### config.mk
export PLATFORM = sky130hd
export DESIGN_NAME = clp_detector
export DESIGN_NICKNAME = d
export VERILOG_FILES = /design/src/shared/clp_pkg.sv /design/src/hdl/clp_sync.sv /design/src/hdl/clp_phase_cmp.sv /design/src/hdl/clp_detector.sv
export SDC_FILE = /design/constraint.sdc
export NUM_CORES = 1
export LEC_CHECK = 0
export BUFFER_PORTS_ARGS = -buffer_cell sky130_fd_sc_hd__buf_2
export CAP_MARGIN = 0
export CELL_PAD_IN_SITES_DETAIL_PLACEMENT = 1
export CELL_PAD_IN_SITES_GLOBAL_PLACEMENT = 1
export CORE_MARGIN = 2
export CORE_UTILIZATION = 35
export DETAILED_ROUTE_END_ITERATION = 6
export PLACE_DENSITY = 0.59
export SETUP_SLACK_MARGIN = 0.1
export SYNTH_ARGS = -nofsm -noshare
export SYNTH_HDL_FRONTEND = slang
export SYNTH_HIERARCHICAL = 1
export SYNTH_SLANG_ARGS = --single-unit
### constraint.sdc
create_clock -name clk_sys -period 6.17 [get_ports clk_sys]
set_input_delay 1.234 -clock clk_sys [delete_from_list [all_inputs] [get_ports clk_sys]]
set_output_delay 1.234 -clock clk_sys [all_outputs]
set_load 0.01 [all_outputs]
### src/shared/clp_pkg.sv
// Shared constants and types for the cold load pick-up detector
package clp_pkg;

    // ------------------------------------------------------------
    // Timing
    // ------------------------------------------------------------
    localparam int CLK_HZ = 40_000_000;
    localparam int TICK_MS = 5;
    localparam int TICK_CYCLES = CLK_HZ / 1000 * TICK_MS;
    localparam int TICK_W = 18;

    // Timer settings count 5 ms steps
    localparam int TIME_W = 19;
    localparam logic [18:0] START_DELAY_DEFAULT = 19'h007d0;
    localparam logic [18:0] MAX_START_DEFAULT = 19'h01770;
    localparam logic [18:0] MIN_HOLD_DEFAULT = 19'h00008;

    // ------------------------------------------------------------
    // Magnitudes in 0.01 x In steps
    // ------------------------------------------------------------
    localparam int MAG_W = 12;
    localparam logic [11:0] LOW_DEFAULT = 12'h014;
    localparam logic [11:0] HIGH_DEFAULT = 12'h078;
    localparam logic [11:0] OVER_DEFAULT = 12'h0c8;
    localparam int RESET_NUM = 97;
    localparam int RESET_DEN = 100;

    // ------------------------------------------------------------
    // Types
    // ------------------------------------------------------------
    typedef enum logic {CLP_SIDE_1, CLP_SIDE_2} clp_side_type;

    typedef enum logic [2:0] {
        CLP_NORMAL,
        CLP_CURR_LOW,
        CLP_OVERCURRENT_ON,
        CLP_ACTIVE,
        CLP_BLOCKED
    } function_condition_status_type;

    typedef struct packed {
        logic [11:0] phase_a_magnitude;
        logic [11:0] phase_b_magnitude;
        logic [11:0] phase_c_magnitude;
    } clp_phases_type;

    typedef struct packed {
        logic [11:0] low_current_threshold;
        logic [11:0] high_current_threshold;
        logic [11:0] overcurrent_threshold;
        logic [18:0] start_delay_time;
        logic [18:0] maximum_start_time;
        logic [18:0] minimum_hold_time;
    } clp_settings_type;

endpackage

### src/hdl/clp_sync.sv
// Two-stage synchroniser for an asynchronous level
`timescale 1ns/100ps
module clp_sync (
    // Clock and reset
    input wire logic clk_sys,
    input wire logic rst,
    // Level
    input wire logic din,
    output logic dout
);
    logic stage1;

    always_ff @(posedge clk_sys or posedge rst) begin
        if (rst) begin
            stage1 <= 1'b0;
            dout <= 1'b0;
        end else begin
            stage1 <= din;
            dout <= stage1;
        end
    end
endmodule

### src/hdl/clp_phase_cmp.sv
// One threshold comparator with 97 % release above and 103 % release below for a single phase
`timescale 1ns/100ps
module clp_phase_cmp
    import clp_pkg::*;
#(
    parameter bit ABOVE = 1'b1
) (
    // Clock and reset
    input wire logic clk_sys,
    input wire logic rst,
    // Evaluation strobe
    input wire logic tick,
    // Data
    input wire logic [MAG_W-1:0] magnitude,
    input wire logic [MAG_W-1:0] threshold,
    output logic picked
);
    // Cross multiply to compare against 0.97 x threshold exactly
    wire logic [MAG_W+7:0] mag_x100 = 20'(magnitude) * 20'(RESET_DEN);
    wire logic [MAG_W+7:0] thr_x97 = 20'(threshold) * 20'(RESET_NUM);
    wire logic [MAG_W+7:0] thr_x100 = 20'(threshold) * 20'(RESET_DEN);
    wire logic above_pick = magnitude > threshold;
    wire logic above_keep = mag_x100 >= thr_x97;
    wire logic below_pick = magnitude < threshold;
    // Low side releases once magnitude rises above 1.03 x threshold, the mirror of 0.97
    wire logic below_keep = mag_x100 <= thr_x100 + (thr_x100 - thr_x97);
    wire logic next_picked = ABOVE ? (picked ? above_keep : above_pick)
                                   : (picked ? below_keep : below_pick);

    always_ff @(posedge clk_sys or posedge rst) begin
        if (rst) begin
            picked <= 1'b0;
        end else if (tick) begin
            picked <= next_picked;
        end
    end
endmodule

### src/hdl/clp_detector.sv
// Cold load pick-up detector: thresholds, timers, blocking and condition
`timescale 1ns/100ps
module clp_detector
    import clp_pkg::*;
#(
    parameter int TICK_COUNT = TICK_CYCLES
) (
    // Clock and reset
    input wire logic clk_sys,
    input wire logic rst,
    // Measurements from both sides
    input wire clp_phases_type side1_phases,
    input wire clp_phases_type side2_phases,
    input wire logic sample_valid,
    // Configuration: side latched at reset release, settings read live
    input wire clp_side_type measurement_side,
    input wire clp_settings_type settings,
    // Blocking matrix
    input wire logic block_in,
    // Outputs
    output logic cold_load_active_out,
    output logic blocked_out,
    output function_condition_status_type function_condition_status,
    output logic cycle_tick
);

    // ------------------------------------------------------------
    // Elaboration checks
    // ------------------------------------------------------------
    // The tick counter is TICK_W bits wide and needs at least two states
    if (TICK_COUNT < 2 || TICK_COUNT >= (1 << TICK_W)) begin : g_bad_tick
        $error("TICK_COUNT out of range");
    end

    // Comparators and timers take their widths from the package constants
    if ($bits(clp_phases_type) != 3 * MAG_W) begin : g_bad_mag
        $error("Phase record width does not match MAG_W");
    end

    if ($bits(clp_settings_type) != 3 * MAG_W + 3 * TIME_W) begin : g_bad_time
        $error("Settings record width does not match MAG_W and TIME_W");
    end

    // ------------------------------------------------------------
    // Processing cycle time base
    // ------------------------------------------------------------
    logic [TICK_W-1:0] tick_cnt;
    wire logic tick_wrap = tick_cnt == TICK_W'(TICK_COUNT - 1);

    always_ff @(posedge clk_sys or posedge rst) begin
        if (rst) begin
            tick_cnt <= '0;
            cycle_tick <= 1'b0;
        end else begin
            tick_cnt <= tick_wrap ? '0 : tick_cnt + 1'b1;
            cycle_tick <= tick_wrap;
        end
    end

    // ------------------------------------------------------------
    // Input capture
    // ------------------------------------------------------------
    // Side is latched at reset release only, so it stays static
    clp_side_type side_sel;
    logic side_taken;
    clp_phases_type phases;
    logic block_sync;
    logic block_cycle;

    clp_sync u_block_sync (
        .clk_sys(clk_sys),
        .rst(rst),
        .din(block_in),
        .dout(block_sync)
    );

    always_ff @(posedge clk_sys or posedge rst) begin
        if (rst) begin
            side_sel <= CLP_SIDE_1;
            side_taken <= 1'b0;
        end else if (!side_taken) begin
            side_sel <= measurement_side;
            side_taken <= 1'b1;
        end
    end

    // Measurements come from logic on this clock
    wire clp_phases_type selected_phases = (side_sel == CLP_SIDE_2) ? side2_phases : side1_phases;

    always_ff @(posedge clk_sys or posedge rst) begin
        if (rst) begin
            phases <= '0;
        end else if (sample_valid) begin
            phases <= selected_phases;
        end
    end

    always_ff @(posedge clk_sys or posedge rst) begin
        if (rst) begin
            block_cycle <= 1'b0;
        end else if (tick_wrap) begin
            block_cycle <= block_sync;
        end
    end

    // ------------------------------------------------------------
    // Per-phase comparisons
    // ------------------------------------------------------------
    // Thresholds are read live each tick, so group changes apply at once
    wire logic [MAG_W-1:0] mags [3];
    assign mags[0] = phases.phase_a_magnitude;
    assign mags[1] = phases.phase_b_magnitude;
    assign mags[2] = phases.phase_c_magnitude;

    logic [2:0] low_pick;
    logic [2:0] high_pick;
    logic [2:0] over_pick;

    for (genvar p = 0; p < 3; p++) begin : g_phase
        clp_phase_cmp #(.ABOVE(1'b0)) u_low (
            .clk_sys(clk_sys),
            .rst(rst),
            .tick(tick_wrap),
            .magnitude(mags[p]),
            .threshold(settings.low_current_threshold),
            .picked(low_pick[p])
        );
        clp_phase_cmp #(.ABOVE(1'b1)) u_high (
            .clk_sys(clk_sys),
            .rst(rst),
            .tick(tick_wrap),
            .magnitude(mags[p]),
            .threshold(settings.high_current_threshold),
            .picked(high_pick[p])
        );
        clp_phase_cmp #(.ABOVE(1'b1)) u_over (
            .clk_sys(clk_sys),
            .rst(rst),
            .tick(tick_wrap),
            .magnitude(mags[p]),
            .threshold(settings.overcurrent_threshold),
            .picked(over_pick[p])
        );
    end

    wire logic all_low = &low_pick;
    wire logic all_high = &high_pick;
    wire logic any_over = |over_pick;

    // ------------------------------------------------------------
    // Timers in processing cycles
    // ------------------------------------------------------------
    typedef enum logic [2:0] {
        ST_NORMAL,
        ST_LOW,
        ST_ACTIVE,
        ST_BLOCKED,
        ST_OVER
    } clp_state_type;

    clp_state_type state;
    logic [TIME_W-1:0] low_time;
    logic [TIME_W-1:0] high_time;
    logic [TIME_W-1:0] hold_time;
    logic eval;

    // Comparators update on tick_wrap, decisions follow one clock later
    always_ff @(posedge clk_sys or posedge rst) begin
        if (rst) begin
            eval <= 1'b0;
        end else begin
            eval <= tick_wrap;
        end
    end

    wire logic start_done = low_time >= settings.start_delay_time;
    wire logic max_done = high_time >= settings.maximum_start_time;
    wire logic hold_done = hold_time >= settings.minimum_hold_time;
    // Start-up over: overcurrent, inrush past the maximum start time, or no inrush after the hold
    wire logic release_now = any_over || (all_high ? max_done : hold_done);

    clp_state_type next_state;

    always_comb begin
        next_state = state;
        case (state)
            ST_NORMAL: begin
                if (all_low) begin
                    next_state = ST_LOW;
                end
            end
            ST_LOW: begin
                if (!all_low) begin
                    next_state = ST_NORMAL;
                end else if (start_done) begin
                    next_state = block_cycle ? ST_BLOCKED : ST_ACTIVE;
                end
            end
            ST_ACTIVE: begin
                if (any_over) begin
                    next_state = ST_OVER;
                end else if (block_cycle) begin
                    next_state = ST_NORMAL;
                end else if (!all_low && release_now) begin
                    next_state = ST_NORMAL;
                end
            end
            ST_BLOCKED: begin
                if (!all_low || !block_cycle) begin
                    next_state = ST_NORMAL;
                end
            end
            ST_OVER: begin
                // A new cold load needs a fresh low-current period
                if (!any_over) begin
                    next_state = ST_NORMAL;
                end
            end
            default: begin
                next_state = ST_NORMAL;
            end
        endcase
    end

    always_ff @(posedge clk_sys or posedge rst) begin
        if (rst) begin
            state <= ST_NORMAL;
        end else if (eval) begin
            state <= next_state;
        end
    end

    // Counters saturate rather than wrap
    wire logic [TIME_W-1:0] time_max = '1;

    always_ff @(posedge clk_sys or posedge rst) begin
        if (rst) begin
            low_time <= '0;
            high_time <= '0;
            hold_time <= '0;
        end else if (eval) begin
            low_time <= (state == ST_LOW && all_low && low_time != time_max) ? low_time + 1'b1
                      : (state == ST_LOW && all_low) ? low_time : TIME_W'(1);
            // Release timers restart from zero on every activation
            if (next_state == ST_ACTIVE && state != ST_ACTIVE) begin
                high_time <= '0;
                hold_time <= '0;
            end else begin
                if (all_high && high_time != time_max) begin
                    high_time <= high_time + 1'b1;
                end
                if (!all_low && hold_time != time_max) begin
                    hold_time <= hold_time + 1'b1;
                end
            end
        end
    end

    // ------------------------------------------------------------
    // Outputs
    // ------------------------------------------------------------
    // Condition code is decoded from the next state, so it moves with the state register
    wire logic next_active = next_state == ST_ACTIVE;
    wire logic next_blocked = next_state == ST_BLOCKED;
    function_condition_status_type next_condition;

    always_comb begin
        case (next_state)
            ST_LOW: next_condition = CLP_CURR_LOW;
            ST_ACTIVE: next_condition = CLP_ACTIVE;
            ST_BLOCKED: next_condition = CLP_BLOCKED;
            ST_OVER: next_condition = CLP_OVERCURRENT_ON;
            default: next_condition = CLP_NORMAL;
        endcase
    end

    always_ff @(posedge clk_sys or posedge rst) begin
        if (rst) begin
            cold_load_active_out <= 1'b0;
            blocked_out <= 1'b0;
            function_condition_status <= CLP_NORMAL;
        end else if (eval) begin
            cold_load_active_out <= next_active;
            blocked_out <= next_blocked;
            function_condition_status <= next_condition;
        end
    end
endmodule

==> results.py <==
metrics = {
    "clocking": {
        "htreeDepth": 4,
        "cts_inserted_buffers": 17,
        "insertion_delay_ns": 0.49,
        "cts_buffer_depth": 2,
        "numClockSinks": 134,
        "cts_hold_buf": 0,
        "cts_tree": "built",
        "cts.clk_slew.worst_paths_ns": 0.10,
        "cts_root_buf": "clkbuf_16",
    },
    "critical_path": {
        "cp_data_required_time_ns": 6.58,
        "endpoint_kind": "register",
        "cp_num_buf_inv": 5,
        "path_class": "in2reg",
        "critPathArrivalTime_ns": 6.91,
        "critPathTopFamily": "adder cells",
        "critPathLaunchType": "primary input",
        "slowest_stage": "fa_1",
        "cpMostUsedCell": "ha_4",
        "worstPathMaxFanout": 6,
        "cp_slowest_stage_delay_ns": 0.60,
    },
    "finish": {
        "nets": 6542,
        "area.sequential_mm2": 0.003354,
        "design_area_mm2": 0.04537,
        "fillCellCount": 13130,
        "multi_input_area_mm2": 0.03325,
        "area_growth_pct": 16.39,
        "drive_gt1_frac": 0.1412,
    },
    "synthesis": {
        "synthDistinctLibCells": 104,
        "async_flop_share": 1.000,
        "synthTopCellsByCount": "1,288 x ha_1, 814 x inv_1, 279 x a21oi_1",
        "synthCells": 4457,
        "yosys_warnings": 6,
        "synth_area_leader_cell": "ha_1",
        "synth.yosys.seq_area_share": 0.08603,
        "syn_nets": 6074,
        "syn_area_mm2": 0.03898,
        "synth_edf_count": 0,
        "yosys.area.top_type_share": 0.4134,
        "synth_seq_cells": 134,
        "synthMostInstantiatedCell": "ha_1",
        "synth.area.top_cells": "ha_1 41%, dfrtp_1 8.6%, fa_1 8.2%, inv_1 7.8%, a21oi_1 3.6%",
        "synth-main-ff-cell": "dfrtp_1",
        "syn_avg_cell_area_um2": 8.745,
    },
    "sta": {
        "finalCriticalPeriod_ns": 6.495,
        "skew_ns": 0.03382,
        "setup_viol": 3,
        "worstMarginPinSlew_ns": 1.130,
        "slew_viol_final": 0,
        "slew_headroom": 0.2440,
        "hold_violations": 0,
        "grt_setup_unrepaired": "yes",
        "fin_ws_ns": -0.3248,
        "whs_ns": 0.3696,
        "min_period_over_period": 1.053,
        "timing.fmax_mhz": 154.0,
    },
    "grt": {
        "grt-ovfl-total": 0,
        "first_global_vias": 34430,
        "grt_pass1_wl_mm": 179.6,
        "grtUsageTotal": 0.1965,
        "grt_max_degree": 84,
        "antenna_found_initial": 3,
    },
    "worst_hold_path": {
        "hp-class": "reg2reg",
    },
    "status": {
        "violations": "negative setup slack",
        "outcome": "finished, violations left",
    },
    "floorplanning": {
        "ioPinCount": 176,
        "rows": 122,
        "die_x_um": 337.7,
        "core_mm2": 0.1105,
        "dieArea_mm2": 0.1141,
        "die-height_um": 337.7,
        "initial_utilization": 0.3527,
    },
    "placed_design": {
        "port_buffers": 175,
        "dp_hpwl_mm": 92.97,
        "gp_congestion": 0.8014,
        "post_dp_cell_area_mm2": 0.04422,
        "pre_cts_slack_ns": -1.170,
    },
    "detailed_routing": {
        "drc": 0,
        "vias": 32630,
        "routed_via_density": 5.076,
        "drt-pass1-iter-count": 5,
        "ant_nets": 0,
        "drt_iter0_markers": 933,
        "wire_per_inst_um": 17.11,
        "drt-total-wl_mm": 110.0,
    },
    "power_and_ir_drop": {
        "p_per_area_mw_per_mm2": 460.8,
        "power.total_w": 0.02090,
        "ir_worst_vdd_uv": 350.4,
        "leakage_nw": 24.51,
    },
    "job": {
        "max-cap-violations": 0,
    },
}
-- placed cells by master, fill, tap and decap left out, types with 27 or more instances in the layout --
cell / n
nand2_1: 144
xor2_1: 131
o21ai_1: 27
buf_4: 298
nor2b_1: 47
o211ai_1: 41
nand3_1: 93
mux2i_1: 45
o21bai_1: 40
a211oi_1: 27
xnor2_1: 145
nor3_1: 71
inv_1: 805
ha_4: 39
o21a_1: 40
fa_1: 154
o21ai_0: 104
nor2_1: 209
buf_2: 171
dfrtp_1: 133
a21o_1: 114
o31ai_1: 30
nand4_1: 73
ha_1: 1247
a21oi_1: 265
nand2b_1: 33
-- final timing paths --
check	startpoint	to	slack (ns)	cells past startpoint
min in group asynchronous	rst	g_phase[0].u_low/picked	0.90	2
hold reg to reg	u_block_sync/stage1	u_block_sync/dout	0.37	0
setup reg to reg	mags[1]	g_phase[2].u_low/picked	1.29	19
max in group asynchronous	rst	high_time[9]	3.75	3
hold / removal	u_block_sync/stage1	u_block_sync/dout	0.37	0
setup / recovery	settings[82]	g_phase[1].u_low/picked	-0.32	28
-- per-stage QoR --
step,util,cells,setup TNS (ns)
5_1_grt,0.4105,6427,-1.509
4_1_cts,0.4092,6422,-0.7657
2_1_floorplan,-,4457,-0.7354
3_3_place_gp,0.4002,6374,-2.586
3_5_place_dp,0.4002,6374,-3.081
6_report,0.4105,6428,-0.7682
-- layout make-up --
type,instances,share of cell area
clock buffers,19,0.009763
repair buffers,479,0.07179
flip-flops and latches,134,0.07394
inverters,814,0.06751
clock inverters,13,0.002978
multi-input cells,3479,0.7329
well taps,1488,0.04104
diodes,2,0.0001103
-- routing by layer --
metal  wire length [um]  global-route usage
met1              51510              0.2522
met2              55150              0.3619
met3               1702             0.01331
met4               1575             0.03385
met5                 13                   0
-- kinds of logic after synthesis --
logic type	after synthesis	synth area share
AOI/OAI and AO/OA	887	0.1566
other	1	0.00009621
xor gates and xnor gates	277	0.06224
DFF	134	0.08603
adders and majority gates	1447	0.4951
buffers and inverters	844	0.08147
muxes	47	0.01213
and+or+nand+nor	820	0.1063
-- flip-flops by register name (all words and copies together), names as in the netlist, 3 cells and up --
register / flops
mags: 36
high_time: 19
hold_time: 19
low_time: 19
tick_cnt: 18
function_condition_status: 3
g_phase.u_high/picked: 3
g_phase.u_low/picked: 3
g_phase.u_over/picked: 3
state: 3
-- power by group --
part	leakage, nW	internal (W)	switching (W)	total, W
Sequential	1.52	0.000906	0.000127	0.00103
Combinational	22.7	0.00915	0.00962	0.0188
Clock	0.277	0.000577	0.000521	0.00110
-- timing repair --
item                       4_1_cts  5_1_grt
cloned                           1        0
setup endpoints to repair        3        3
gates resized for setup         48       23
hold endpoints to repair         0        0
setup buffers                   15        4
pin swaps                       55       39
No activity file was read; power rests on OpenSTA's default activity.
